**src/core/synth_cfg_pkg.sv**
```systemverilog
// constants for the power, timestamp and synthesizer configuration slice
// assumes an 8-bit register port with a 7-bit register address
package synth_cfg_pkg;
  localparam logic [6:0] POWER_PROFILE_SELECT_ADDR     = 7'h37;
  localparam logic [6:0] TIMESTAMP_INPUT_CONTROL_ADDR  = 7'h3b;
  localparam logic [6:0] SYNTH_REFOUT_CONTROL_ADDR     = 7'h3c;
  localparam logic [6:0] SYNTH_FEEDBACK_DIV_ADDR       = 7'h3d;

  localparam logic [7:0] POWER_PROFILE_RESET = 8'h4b;
  localparam logic [7:0] POWER_PROFILE_LOW   = 8'h46;
  localparam logic [7:0] POWER_PROFILE_HIGH  = 8'h4b;
  localparam logic [7:0] TIMESTAMP_RESET     = 8'h00;
  localparam logic [7:0] REFOUT_RESET        = 8'h01;
  localparam logic [7:0] FEEDBACK_DIV_RESET  = 8'h00;

  localparam int TIMESTAMP_RECV_BIT = 0;
  localparam int TIMESTAMP_PECL_BIT = 1;
  localparam int REFOUT_ENABLE_BIT  = 0;
  localparam int FIRST_DIV_LSB      = 0;
  localparam int SECOND_DIV_LSB     = 2;

  // writable masks: reserved bits are stored but kept at zero
  localparam logic [7:0] TIMESTAMP_MASK    = 8'h03;
  localparam logic [7:0] REFOUT_MASK       = 8'h01;
  localparam logic [7:0] FEEDBACK_DIV_MASK = 8'h0f;

  localparam logic [2:0] FIRST_DIV_BY5 = 3'h4;
  localparam logic [2:0] FIRST_DIV_BY4 = 3'h3;
  localparam logic [2:0] FIRST_DIV_BY3 = 3'h2;
  localparam logic [1:0] SECOND_DIV_BY1 = 2'h0;
  localparam logic [1:0] SECOND_DIV_BY2 = 2'h1;
  localparam logic [1:0] SECOND_DIV_BY4 = 2'h3;
endpackage

```
**src/core/first_feedback_divider.sv**
```systemverilog
// first feedback divider: enable pulse every 5, 4 or 3 input pulses
// assumes the input enable is a one-cycle pulse on clock
`timescale 1ns/1ps
`default_nettype none
module first_feedback_divider (
  // clock and reset
  input  wire logic       clock,
  input  wire logic       reset_n,
  // control
  input  wire logic       run,
  input  wire logic [1:0] code,
  input  wire logic       inPulse,
  // output
  output var  logic       outPulse
);
  logic [2:0] count_q, count_d;
  logic [2:0] last;
  logic       out_d;

  always_comb begin
    unique case (code)
      2'h0:    last = synth_cfg_pkg::FIRST_DIV_BY5;
      2'h1:    last = synth_cfg_pkg::FIRST_DIV_BY4;
      2'h2:    last = synth_cfg_pkg::FIRST_DIV_BY3;
      default: last = synth_cfg_pkg::FIRST_DIV_BY5; // reserved code held at divide-by-5
    endcase
    count_d = count_q;
    out_d   = 1'b0;
    if (!run) begin
      count_d = 3'h0;
    end else if (inPulse) begin
      if (count_q >= last) begin
        count_d = 3'h0;
        out_d   = 1'b1;
      end else begin
        count_d = count_q + 3'h1;
      end
    end
  end

  always_ff @(posedge clock) begin
    if (!reset_n) begin
      count_q  <= 3'h0;
      outPulse <= 1'b0;
    end else begin
      count_q  <= count_d;
      outPulse <= out_d;
    end
  end
endmodule
`default_nettype wire

```
**src/core/second_feedback_divider.sv**
```systemverilog
// second feedback divider: enable pulse every 1, 2 or 4 input pulses
// assumes the input is the first divider's pulse
`timescale 1ns/1ps
`default_nettype none
module second_feedback_divider (
  // clock and reset
  input  wire logic       clock,
  input  wire logic       reset_n,
  // control
  input  wire logic       run,
  input  wire logic [1:0] code,
  input  wire logic       inPulse,
  // output
  output var  logic       outPulse
);
  logic [1:0] count_q, count_d;
  logic [1:0] last;
  logic       out_d;

  always_comb begin
    unique case (code)
      2'h0:    last = synth_cfg_pkg::SECOND_DIV_BY1;
      2'h1:    last = synth_cfg_pkg::SECOND_DIV_BY2;
      2'h2:    last = synth_cfg_pkg::SECOND_DIV_BY4;
      default: last = synth_cfg_pkg::SECOND_DIV_BY1; // reserved code held at divide-by-1
    endcase
    count_d = count_q;
    out_d   = 1'b0;
    if (!run) begin
      count_d = 2'h0;
    end else if (inPulse) begin
      if (count_q >= last) begin
        count_d = 2'h0;
        out_d   = 1'b1;
      end else begin
        count_d = count_q + 2'h1;
      end
    end
  end

  always_ff @(posedge clock) begin
    if (!reset_n) begin
      count_q  <= 2'h0;
      outPulse <= 1'b0;
    end else begin
      count_q  <= count_d;
      outPulse <= out_d;
    end
  end
endmodule
`default_nettype wire

```
**src/core/power_timestamp_pll_config_regs.sv**
```systemverilog
// register slice: power profile, timestamp receiver, reference output, feedback dividers
// assumes a synchronous 8-bit register port; vco rate arrives as a one-cycle pulse
`timescale 1ns/1ps
`default_nettype none
// Behaviour
// [RQ1] low-power code only at or below 1 GSPS
// [RQ2] profile resets 0x4B; only 0x46, 0x4B legal
// [RQ3] profile written with its three companion registers
// [RQ4] calibrate after every profile change
// [RQ5] clear calibration and link enables first
// [RQ6] bit 0 enables timestamp receiver, reset off
// [RQ7] reference output needs enable and synthesizer on
// [RQ8] reference enable resets to one
// [RQ9] second divider bits 3:2: 1, 2, 4
// [RQ10] second divider output is sampling clock
// [RQ11] first divider bits 1:0: 5, 4, 3
// [RQ12] first divider feeds second divider
// [RQ13] synthesizer reset held while dividers change
// [RQ14] reserved bits written as zero
// [RQ15] reset restores all; reads return stored values
module power_timestamp_pll_config_regs (
  // clock and reset
  input  wire logic       clock,
  input  wire logic       reset_n,
  // register port
  input  wire logic       regWrite,
  input  wire logic       regRead,
  input  wire logic [6:0] regAddr,
  input  wire logic [7:0] regWdata,
  output var  logic [7:0] regRdata,
  output var  logic       regRvalid,
  // synthesizer status from elsewhere in the device
  input  wire logic       synthEnable,
  input  wire logic       synth_reset,
  input  wire logic       vcoPulse,
  // timestamp input path
  input  wire logic       timestamp_input,
  output var  logic       timestampSample,
  // outputs to analog and clocking
  output var  logic [7:0] power_profile_code,
  output var  logic       timestamp_receiver_enable,
  output var  logic       timestamp_pecl_mode,
  output var  logic       synth_reference_output,
  output var  logic       samplingClockPulse,
  output var  logic [1:0] firstDivCode,
  output var  logic [1:0] secondDivCode
);
  logic [7:0] profile_q, profile_d;
  logic [7:0] tstamp_q, tstamp_d;
  logic [7:0] refout_q, refout_d;
  logic [7:0] fbdiv_q, fbdiv_d;
  logic [7:0] rdata_d;
  logic       rvalid_d;
  logic       refoutDrive_d;
  logic       tsSample_d;
  logic       divRun;
  logic       firstOut;
  logic       secondOut;

  // register writes; reserved bits masked so they always read zero
  always_comb begin
    profile_d = profile_q;
    tstamp_d  = tstamp_q;
    refout_d  = refout_q;
    fbdiv_d   = fbdiv_q;
    if (regWrite) begin
      unique case (regAddr)
        synth_cfg_pkg::POWER_PROFILE_SELECT_ADDR:    profile_d = regWdata; // see [RQ2]
        synth_cfg_pkg::TIMESTAMP_INPUT_CONTROL_ADDR: tstamp_d = regWdata & synth_cfg_pkg::TIMESTAMP_MASK; // see [RQ14]
        synth_cfg_pkg::SYNTH_REFOUT_CONTROL_ADDR:    refout_d = regWdata & synth_cfg_pkg::REFOUT_MASK;
        synth_cfg_pkg::SYNTH_FEEDBACK_DIV_ADDR:      fbdiv_d = regWdata & synth_cfg_pkg::FEEDBACK_DIV_MASK;
        default: ;
      endcase
    end
  end

  // readback of stored values; unmapped addresses read zero
  always_comb begin
    rdata_d  = 8'h00;
    rvalid_d = regRead;
    if (regRead) begin
      unique case (regAddr)
        synth_cfg_pkg::POWER_PROFILE_SELECT_ADDR:    rdata_d = profile_q; // see [RQ15]
        synth_cfg_pkg::TIMESTAMP_INPUT_CONTROL_ADDR: rdata_d = tstamp_q;
        synth_cfg_pkg::SYNTH_REFOUT_CONTROL_ADDR:    rdata_d = refout_q;
        synth_cfg_pkg::SYNTH_FEEDBACK_DIV_ADDR:      rdata_d = fbdiv_q;
        default:                                     rdata_d = 8'h00;
      endcase
    end
  end

  // reference output and timestamp capture
  always_comb begin
    refoutDrive_d = refout_q[synth_cfg_pkg::REFOUT_ENABLE_BIT] & synthEnable; // see [RQ7]
    // disabled receiver reads as idle low
    tsSample_d    = tstamp_q[synth_cfg_pkg::TIMESTAMP_RECV_BIT] & timestamp_input; // see [RQ6]
  end

  always_ff @(posedge clock) begin
    if (!reset_n) begin
      // see [RQ15]
      profile_q                 <= synth_cfg_pkg::POWER_PROFILE_RESET;
      tstamp_q                  <= synth_cfg_pkg::TIMESTAMP_RESET;
      refout_q                  <= synth_cfg_pkg::REFOUT_RESET; // see [RQ8]
      fbdiv_q                   <= synth_cfg_pkg::FEEDBACK_DIV_RESET;
      regRdata                  <= 8'h00;
      regRvalid                 <= 1'b0;
      synth_reference_output    <= 1'b0;
      timestampSample           <= 1'b0;
      power_profile_code        <= synth_cfg_pkg::POWER_PROFILE_RESET;
      timestamp_receiver_enable <= 1'b0;
      timestamp_pecl_mode       <= 1'b0;
      firstDivCode              <= 2'h0;
      secondDivCode             <= 2'h0;
      samplingClockPulse        <= 1'b0;
    end else begin
      profile_q                 <= profile_d;
      tstamp_q                  <= tstamp_d;
      refout_q                  <= refout_d;
      fbdiv_q                   <= fbdiv_d;
      regRdata                  <= rdata_d;
      regRvalid                 <= rvalid_d;
      synth_reference_output    <= refoutDrive_d;
      timestampSample           <= tsSample_d;
      power_profile_code        <= profile_q;
      timestamp_receiver_enable <= tstamp_q[synth_cfg_pkg::TIMESTAMP_RECV_BIT];
      timestamp_pecl_mode       <= tstamp_q[synth_cfg_pkg::TIMESTAMP_PECL_BIT];
      firstDivCode              <= fbdiv_q[synth_cfg_pkg::FIRST_DIV_LSB +: 2];
      secondDivCode             <= fbdiv_q[synth_cfg_pkg::SECOND_DIV_LSB +: 2];
      samplingClockPulse        <= secondOut; // see [RQ10]
    end
  end

  // dividers stopped while the synthesizer is off or held in reset;
  // software relies on that hold when it changes the codes
  assign divRun = synthEnable & ~synth_reset; // see [RQ13]

  first_feedback_divider firstDiv (
    .clock    (clock),
    .reset_n  (reset_n),
    .run      (divRun),
    .code     (fbdiv_q[synth_cfg_pkg::FIRST_DIV_LSB +: 2]), // see [RQ11]
    .inPulse  (vcoPulse),
    .outPulse (firstOut)
  );

  second_feedback_divider secondDiv (
    .clock    (clock),
    .reset_n  (reset_n),
    .run      (divRun),
    .code     (fbdiv_q[synth_cfg_pkg::SECOND_DIV_LSB +: 2]), // see [RQ9]
    .inPulse  (firstOut), // see [RQ12]
    .outPulse (secondOut)
  );

  // checks
  a_profile_reset: assert property (@(posedge clock) !reset_n |=> profile_q == 8'h4b) // see [RQ2]
    else $error("profile not reset to high performance");
  a_refout_reset: assert property (@(posedge clock) !reset_n |=> refout_q == 8'h01) // see [RQ8]
    else $error("reference enable not reset to one");
  a_tstamp_reset: assert property (@(posedge clock) !reset_n |=> tstamp_q == 8'h00) // see [RQ6]
    else $error("timestamp control not cleared");
  a_refout_gate: assert property (@(posedge clock) disable iff (!reset_n)
    synth_reference_output |-> $past(refout_q[0]) && $past(synthEnable)) // see [RQ7]
    else $error("reference output driven without enables");
  a_refout_on: assert property (@(posedge clock) disable iff (!reset_n)
    refout_q[0] && synthEnable |=> synth_reference_output) // see [RQ7]
    else $error("reference output not driven");
  a_reserved_zero: assert property (@(posedge clock) disable iff (!reset_n)
    fbdiv_q[7:4] == 4'h0 && tstamp_q[7:2] == 6'h00 && refout_q[7:1] == 7'h00) // see [RQ14]
    else $error("reserved bits stored nonzero");
  a_readback: assert property (@(posedge clock) disable iff (!reset_n)
    regRead && !regWrite && regAddr == 7'h3d |=> regRdata == $past(fbdiv_q) && regRvalid) // see [RQ15]
    else $error("feedback divider readback wrong");
  a_write_store: assert property (@(posedge clock) disable iff (!reset_n)
    regWrite && regAddr == 7'h37 |=> profile_q == $past(regWdata)) // see [RQ2]
    else $error("profile write not stored");
  a_div_by1_5: assert property (@(posedge clock) disable iff (!reset_n)
    secondOut && fbdiv_q[3:0] == 4'h0 && divRun |-> !firstOut) // see [RQ12]
    else $error("divider chain order wrong");
  a_ts_gate: assert property (@(posedge clock) disable iff (!reset_n)
    timestampSample |-> $past(tstamp_q[0])) // see [RQ6]
    else $error("timestamp sampled while receiver off");

  c_low_power: cover property (@(posedge clock) regWrite && regAddr == 7'h37 && regWdata == 8'h46);
  c_refout_off: cover property (@(posedge clock) regWrite && regAddr == 7'h3c && regWdata == 8'h00);
  c_sample_pulse: cover property (@(posedge clock) samplingClockPulse);
  c_div_change: cover property (@(posedge clock) synth_reset && regWrite && regAddr == 7'h3d);
endmodule
`default_nettype wire

```
**config.mk**
```make
export PLATFORM = sky130hd
export DESIGN_NAME = power_timestamp_pll_config_regs
export DESIGN_NICKNAME = d
export VERILOG_FILES = /design/src/core/synth_cfg_pkg.sv /design/src/core/first_feedback_divider.sv /design/src/core/second_feedback_divider.sv /design/src/core/power_timestamp_pll_config_regs.sv
export SDC_FILE = /design/constraint.sdc
export NUM_CORES = 1
export LEC_CHECK = 0
export ABC_AREA = 1
export BUFFER_PORTS_ARGS = -buffer_cell sky130_fd_sc_hd__buf_2
export CORE_MARGIN = 4
export CORE_UTILIZATION = 50
export DETAILED_ROUTE_END_ITERATION = 10
export PLACE_DENSITY_LB_ADDON = 0.05
export REMOVE_ABC_BUFFERS = 1
export SLEW_MARGIN = 25
export SYNTH_ARGS = -nofsm -noshare
export SYNTH_HDL_FRONTEND = slang
export SYNTH_SLANG_ARGS = --single-unit
```
**constraint.sdc**
```tcl
create_clock -name clock -period 3.1 [get_ports clock]
set_input_delay 0.155 -clock clock [delete_from_list [all_inputs] [get_ports clock]]
set_output_delay 0.155 -clock clock [all_outputs]
set_load 0.01 [all_outputs]
```
==> results of run 1 <==
-- area by class of cell --
cell class / instances / area share, %
tap: 48 / 2.65
sequential: 48 / 42.4
inverter: 39 / 6.67
clock buffer: 6 / 3.64
multi-input combinational: 151 / 33.5
clock inverter: 2 / 0.607
timing repair buffer: 48 / 10.6
-- report_power, final --
| group | internal (mW) | switching, mW | total, mW | leakage, nW |
|---|---|---|---|---|
| clock network | 0.182 | 0.206 | 0.389 | 0.0516 |
| registers | 0.619 | 0.00123 | 0.620 | 0.388 |
| logic | 0.0182 | 0.0349 | 0.0531 | 0.715 |
-- kinds of logic (layout without fill, tap and decap cells) --
| group | Yosys count | after routing | synth area share (%) |
|---|---|---|---|
| AO/OA/AOI/OAI | 17 | 17 | 4.49 |
| buffers and inverters | 44 | 95 | 9.18 |
| AND/OR/NAND/NOR | 124 | 124 | 29.4 |
| adder cells (fa/ha/maj) | 8 | 8 | 5.28 |
| flip-flops | 48 | 48 | 50.7 |
| XOR/XNOR | 2 | 2 | 0.925 |
-- through the flow --
stage	hold slack [ns]	area, sq um	utilization (%)	power (mW)
2_1_floorplan	0.224	1870	-	0.657
5_1_grt	0.0816	2270	62.0	1.11
4_1_cts	0.0490	2270	62.0	1.07
3_3_place_gp	0.361	2170	59.3	0.688
3_5_place_dp	0.360	2170	59.3	0.689
6_report	0.0514	2270	62.0	1.06
-- path summary, 6_finish.rpt --
path | start | to | slack (ns) | depth (start not counted)
setup reg to reg | fbdiv_q[1] | firstDiv.count_q[1] | 1.44 | 9
hold / removal | regWdata[6] | profile_q[6] | 0.05 | 3
hold reg to reg | secondDiv.outPulse | samplingClockPulse | 0.41 | 2
setup / recovery | fbdiv_q[1] | firstDiv.count_q[1] | 1.44 | 9
-- routing by layer --
metal  vias to the layer above  share of wire [%]  global-route usage (%)
met2                        37                 47                    25.7
met4                         0                1.5                    6.51
li1                        844                  -                       -
met1                       678                 46                    20.2
met5                         -                  0                       0
met3                         5                5.8                    4.20
-- Yosys cell counts, types with 3 or more instances --
cell type / count / share of area, %
a21oi_1: 13 / 3.4
inv_1: 37 / 7.3
nor2_4: 3 / 1.8
nor2_1: 21 / 4.2
clkbuf_1: 4 / 0.79
nand4_1: 3 / 0.99
dfxtp_1: 48 / 51
ha_1: 8 / 5.3
nand2_1: 69 / 14
nand3_1: 18 / 4.8
-- critical path, delay by kind of cell (launching register included) --
| kind | cells | cell delay (ns) |
|---|---|---|
| adders and majority gates | 2 | 0.58 |
| and+or+nand+nor | 3 | 0.31 |
| buffers and inverters | 2 | 0.10 |
| DFF | 1 | 0.38 |
| AOI/OAI and AO/OA | 2 | 0.21 |
-- registers in the layout, indices dropped and copies added (netlist names), 2 cells and up --
name,count
regRdata,8
profile_q,8
fbdiv_q,4
secondDivCode,2
tstamp_q,2
secondDiv.count_q,2
power_profile_code,8
firstDivCode,2
firstDiv.count_q,3
==> results.json, run 1 <==
{
  "grt.overflow.total": 0,
  "cts_made_buffers": 5,
  "final_common_cell": "nand2_1",
  "syn_area_sq_um": 1890,
  "ios": 49,
  "slowest_stage": "dfxtp_1",
  "fill_cells": 353,
  "grtUsageTotal_pct": 16.0,
  "multiInputGateArea_sq_um": 759,
  "drtIter0Drc": 76,
  "status": "complete, no violations",
  "clock_latency_ns": 0.30,
  "hpwl_mm": 2.67,
  "routabilityCongestion": 0.821,
  "p_leak_nw": 1.15,
  "die_height_um": 69.6,
  "instances_no_fill": 342,
  "grt_pass1_vias": 1445,
  "relSlewSlack_pct": 71.3,
  "cts_tree": "built",
  "numPortBuffers": 48,
  "wl_per_cell_um": 10.5,
  "async_flop_share_pct": 0,
  "peakVddDrop_uv": 352,
  "crit_type": "flip-flop to flip-flop",
  "drc": 0,
  "syn_to_final_growth_pct": 19.7,
  "ctsRootBufferMaster": "clkbuf_8",
  "final_cell_mix": "nand2_1 (69), dfxtp_1 (48), buf_2 (48)",
  "report.final.setup_viol": 0,
  "min_period_ns": 1.66,
  "required_ns": 3.32,
  "tightest_slew_ns": 0.430,
  "via_per_inst": 4.57,
  "vias": 1564,
  "post-place-ws_ns": 1.46,
  "yosys_warnings": 0,
  "grt_max_degree": 23,
  "cts_hold_buf": 0,
  "die_w_um": 69.6,
  "synth_edf_count": 0,
  "dieArea_sq_um": 4840,
  "dr.pass1.iters": 4,
  "ctsLongestPathBuffers": 2,
  "setup_ws_ns": 1.44,
  "post-place-cells": 334,
  "fmax_ghz": 0.603,
  "postCtsSetupRepairBufs": 0,
  "drive_gt1_share_pct": 23.1,
  "timing.final.crit_share_pct": 53.5,
  "fin_worst_skew_ns": 0.00464,
  "crit_chain": "inv_1 -> ha_1 -> inv_1 -> ha_1 -> a21oi_1 -> o21ai_0 -> nand2_1 -> nand2_1 -> nor3_1",
  "p_per_area_nw_per_um2": 468,
  "critPathMaxStageDelay_ns": 0.38,
  "final_nets": 324,
  "cts_num_sinks": 48,
  "diodes": 0,
  "ant_nets": 0,
  "clk_pin_slew_worst_paths_ns": 0.09,
  "wirelength_mm": 3.58,
  "cp.arrival_ns": 1.88,
  "start_util_pct": 51.7,
  "synthCells": 243,
  "rows": 22,
  "end_kind": "flip-flop",
  "grt_pass1_wl_mm": 6.25,
  "slew_violations": 0,
  "worst_setup_path_start_kind": "flip-flop",
  "antenna_found_initial": 0,
  "ys_ff_latch": 48,
  "htreeDepth": 2,
  "setup_tns_ns": 0,
  "syn_avg_cell_area_sq_um": 7.80,
  "finalHoldViolCount": 0,
  "seq_area_sq_um": 961,
  "critPathMaxFanout": 4,
  "hp-class": "primary input to flip-flop",
  "ys_types": 23,
  "maxCapViolCount": 0,
  "post_cts_resized": 0,
  "synth_top_flop_cell": "dfxtp_1",
  "rsz0062_at_grt": "false",
  "ys_seq_area_share_pct": 50.7,
  "core_sq_um": 3660
}
Note: power is estimated with default switching activity, not from simulation.
==> run 2, diff against run 1 <==
CORE_UTILIZATION = 46   (was 50)
clock period = 1.4 ns   (was 3.1 ns; I/O delays follow)
==> results.json, run 2 (same netlist as run 1, synthesis figures left out) <==
{
  "cp.arrival_ns": 1.70,
  "seq_power_share_pct": 53.6,
  "critPathMaxFanout": 2,
  "tightest_slew_ns": 0.313,
  "final_cell_mix": "nand2_1 (66), buf_2 (48), dfxtp_1 (46)",
  "grt_max_degree": 22,
  "violations": "setup timing",
  "p_comb_share_pct": 5.4,
  "status": "finished, violations left",
  "slew_violations": 0,
  "grt.overflow.total": 0,
  "dr.pass1.iters": 4,
  "peakVddDrop_uv": 591,
  "syn_to_final_growth_pct": 31.5,
  "numPortBuffers": 48,
  "p_sw_mw": 0.554,
  "worst_setup_path_start_kind": "flip-flop",
  "clock_latency_ns": 0.30,
  "grtUsageTotal_pct": 15.8,
  "ctsLongestPathBuffers": 2,
  "grt_pass1_vias": 1465,
  "hp-class": "primary input to flip-flop",
  "drtIter0Drc": 74,
  "fin_worst_skew_ns": 0.00645,
  "cts_made_buffers": 5,
  "wirelength_mm": 3.89,
  "swShare_pct": 21.6,
  "start_util_pct": 47.4,
  "final_common_cell": "nand2_1",
  "report.final.setup_viol": 4,
  "die_w_um": 72.2,
  "dieArea_sq_um": 5210,
  "clk_pin_slew_worst_paths_ns": 0.09,
  "die_height_um": 72.2,
  "ios": 49,
  "fill_cells": 383,
  "min_period_ns": 1.46,
  "p_clk_share_pct": 41.1,
  "p_total_mw": 2.56,
  "relSlewSlack_pct": 79.0,
  "hpwl_mm": 2.80,
  "seq_area_sq_um": 963,
  "intPower_mw": 2.01,
  "htreeDepth": 2,
  "rows": 23,
  "diodes": 0,
  "post-place-cells": 343,
  "cts_tree": "built",
  "fmax_ghz": 0.684,
  "multiInputGateArea_sq_um": 842,
  "setup_ws_ns": -0.0610,
  "top_regs": "power_profile_code: 8 flops, profile_q: 8 flops, regRdata: 8 flops",
  "timing.final.crit_share_pct": 104,
  "finalHoldViolCount": 0,
  "wl_per_cell_um": 10.9,
  "drive_gt1_share_pct": 30.9,
  "final_area_sq_um": 2490,
  "vias": 1606,
  "ctsRootBufferMaster": "clkbuf_8",
  "p_leak_nw": 1.23,
  "final_util_pct": 62.3,
  "required_ns": 1.64,
  "drc": 0,
  "instances_no_fill": 357,
  "p_per_area_nw_per_um2": 1030,
  "final_nets": 337,
  "post-place-ws_ns": -0.161,
  "rsz0062_at_grt": "true",
  "ant_nets": 0,
  "grt_pass1_wl_mm": 6.37,
  "core_sq_um": 4000,
  "crit_type": "flip-flop to flip-flop",
  "routabilityCongestion": 0.738,
  "via_per_inst": 4.50,
  "maxCapViolCount": 0,
  "cts_num_sinks": 48,
  "dpl_cell_area_sq_um": 2230,
  "end_kind": "flip-flop",
  "antenna_found_initial": 0
}
## run 2: changes by cell type in the layout (fill, tap and decap cells not counted), sizes merged
cell / change
dlygate4sd3: +5
bufinv: +1
buf: +8
inv: -1
## run 2: path summary, 6_finish.rpt
kind / cells after the start / slack [ns] / from / endpoint
worst max-delay path: 9 / -0.06 / fbdiv_q[1] / firstDiv.outPulse
worst min-delay path: 3 / 0.01 / regWdata[4] / profile_q[4]
worst max register to register: 9 / -0.06 / fbdiv_q[1] / firstDiv.outPulse
worst min register to register: 2 / 0.42 / secondDiv.outPulse / samplingClockPulse
## run 2: worst max-delay path: stages, from the launching register on
cell and delay [ns]:
dfxtp_2 0.34, inv_2 0.04, ha_4 0.26, inv_2 0.04, ha_4 0.26, nand2_2 0.05
o21ai_2 0.13, nand2_1 0.09, buf_4 0.13, nor2_1 0.07
## run 2: timing repair
action / 4_1_cts / 5_1_grt
gates resized for setup: 15 / 6
endpoints found under the hold margin: 5 / 0
hold buffers: 5 / 0
setup endpoints to repair: 6 / 6
buffers inserted: 0 / 1
cloned: 0 / 0
pin swaps: 12 / 11
## run 2: metal layers
metal	track usage, %	up-vias	routed length, um
met5	0	-	0
met4	6.26	0	53
met3	4.43	5	240
met2	26.2	40	1800
met1	19.3	690	1800
li1	-	871	-
## run 2: stage by stage
stage / TNS, ns / hold slack, ns
after CTS: -0.183 / 0.00348
after detailed placement: -0.602 / 0.280
after global routing: -0.574 / 0.00857
after global placement: -0.485 / 0.277
final: -0.180 / 0.0126
after floorplan: -0.291 / 0.139
## run 2: final cells by class
class	count	share of cell area [%]
Clock inverter	2	1.56
Timing Repair Buffer	61	14.1
Tap cell	50	2.51
Inverter	39	6.08
Sequential cell	48	38.7
Multi-Input combinational cell	151	33.8
Clock buffer	6	3.31
## run 2: power groups by stage
stage | clock network [mW] | logic (mW) | registers [mW]
after CTS | 1.09 | 0.136 | 1.37
after global routing | 1.15 | 0.154 | 1.37
after global placement | 0 | 0.124 | 1.41
final | 1.05 | 0.137 | 1.37
after floorplan | 0 | 0.0468 | 1.41
after detailed placement | 0 | 0.123 | 1.41
==> run 3, diff against run 2 <==
REMOVE_ABC_BUFFERS = unset   (was 1)
==> results.json, run 3 (same netlist as run 1, synthesis figures left out) <==
{
  "fmax_ghz": 0.688,
  "dieArea_sq_um": 5210,
  "worstReg2RegEnd": "firstDiv.count_q[2]",
  "finalHoldViolCount": 0,
  "timing.final.crit_share_pct": 104,
  "routabilityCongestion": 0.754,
  "cts_made_buffers": 5,
  "cp.arrival_ns": 1.64,
  "hpwl_mm": 2.93,
  "wl_per_cell_um": 11.4,
  "critPathMaxFanout": 3,
  "drtIter0Drc": 79,
  "grtUsageTotal_pct": 16.9,
  "rrSetupSlack_ns": -0.05,
  "ant_nets": 0,
  "syn_to_final_growth_pct": 31.5,
  "clk_pin_slew_worst_paths_ns": 0.08,
  "violations": "setup timing",
  "swShare_pct": 21.1,
  "final_cell_mix": "nand2_1 (65), buf_2 (48), dfxtp_1 (46)",
  "report.final.setup_viol": 4,
  "cts_num_sinks": 48,
  "fill_cells": 361,
  "core_sq_um": 4000,
  "grt_max_degree": 18,
  "p_comb_share_pct": 5.6,
  "grt_pass1_vias": 1589,
  "p_leak_nw": 1.23,
  "grt.overflow.total": 0,
  "rsz0062_at_grt": "true",
  "cts_tree": "built",
  "die_height_um": 72.2,
  "tightest_slew_ns": 0.307,
  "reg2reg_from": "fbdiv_q[1]",
  "relSlewSlack_pct": 79.4,
  "p_total_mw": 2.47,
  "drive_gt1_share_pct": 31.6,
  "die_w_um": 72.2,
  "ctsRootBufferMaster": "clkbuf_8",
  "ios": 49,
  "via_per_inst": 4.64,
  "setup_tns_ns": -0.188,
  "seq_power_share_pct": 55.5,
  "start_util_pct": 47.4,
  "numPortBuffers": 48,
  "p_clk_share_pct": 39.0,
  "clock_latency_ns": 0.29,
  "top_regs": "power_profile_code: 8 flops, profile_q: 8 flops, regRdata: 8 flops",
  "htreeDepth": 2,
  "min_to": "synth_reference_output",
  "grt_pass1_wl_mm": 6.87,
  "slew_violations": 0,
  "syn_nets": 274,
  "hp-class": "primary input to flip-flop",
  "wirelength_mm": 4.07,
  "min_period_ns": 1.45,
  "final_common_cell": "nand2_1",
  "min_from": "synthEnable",
  "vias": 1656,
  "diodes": 0,
  "r2r_cells": 9,
  "intPower_mw": 1.95,
  "setup_ws_ns": -0.0535,
  "p_per_area_nw_per_um2": 993,
  "status": "finished, violations left",
  "fin_worst_skew_ns": 0.00669,
  "dr.pass1.iters": 4,
  "rows": 23,
  "peakVddDrop_uv": 694,
  "antenna_found_initial": 0,
  "p_sw_mw": 0.521,
  "required_ns": 1.59,
  "ctsLongestPathBuffers": 2,
  "final_nets": 337,
  "maxCapViolCount": 0,
  "end_kind": "flip-flop",
  "drc": 0,
  "worst_setup_path_start_kind": "flip-flop",
  "crit_type": "flip-flop to flip-flop",
  "holdPathStages": 3
}
[run 3: layer usage]
metal | share of wire (%) | GRT usage [%] | wire length, um
met1 | 47 | 21.3 | 1920
met2 | 45 | 27.2 | 1820
met3 | 6.4 | 4.85 | 261
met4 | 1.6 | 6.89 | 65
met5 | 0 | 0 | 0
[run 3: power groups by stage]
stage                     Clock (mW)  Combinational (mW)  Sequential (mW)
after floorplan                    0              0.0595             1.41
after global placement             0               0.124             1.41
after detailed placement           0               0.124             1.41
after CTS                      0.998               0.134             1.37
after global routing            1.04               0.152             1.37
final                          0.964               0.137             1.37
[run 3: stage by stage]
stage	std cells	cell area (sq um)	hold slack [ns]	util [%]	worst slack [ns]
6_report	357	2490	0.0122	62.3	-0.0535
5_1_grt	357	2490	0.0116	62.3	-0.111
4_1_cts	355	2440	0.00430	61.0	-0.0583
3_5_place_dp	343	2230	0.280	55.7	-0.139
3_3_place_gp	343	2230	0.272	55.7	-0.106
2_1_floorplan	243	1900	0.182	-	-0.0647
[run 3: worst max-delay path, cell delays in order, from the launching register on]
cell and delay [ns]:
dfxtp_2 0.34, inv_2 0.04, ha_4 0.27, inv_4 0.03, ha_4 0.26, nand2_2 0.05, o21ai_2 0.13, nand2_2 0.08
nand2_2 0.09, nor2_1 0.04
[run 3: layout make-up]
cell class | instances | area (sq um) | share of cell area [%]
multi-input combinational | 151 | 852 | 34.2
timing repair buffer | 61 | 352 | 14.1
clock buffer | 6 | 72.6 | 2.91
tap | 50 | 62.6 | 2.51
sequential | 48 | 963 | 38.7
clock inverter | 2 | 35.0 | 1.41
inverter | 39 | 154 | 6.18
[run 3: worst max path at each step]
stage | startpoint | endpoint | depth (start not counted) | slack (ns)
final | fbdiv_q[1] | firstDiv.count_q[2] | 9 | -0.05
after floorplan | fbdiv_q[1] | firstDiv.count_q[1] | 9 | -0.06
after detailed placement | fbdiv_q[1] | firstDiv.count_q[1] | 9 | -0.14
after global placement | fbdiv_q[1] | firstDiv.count_q[1] | 9 | -0.11
after global routing | fbdiv_q[1] | firstDiv.count_q[1] | 9 | -0.11
after CTS | fbdiv_q[1] | firstDiv.count_q[1] | 9 | -0.06
[run 3: repair_timing]
action                                  CTS  global route
endpoints found under the hold margin     4             0
resized for setup                        11            11
gates cloned                              0             0
hold buffers                              4             0
pin swaps                                11            12
endpoints found under the setup margin    5             6
setup buffers                             0             2
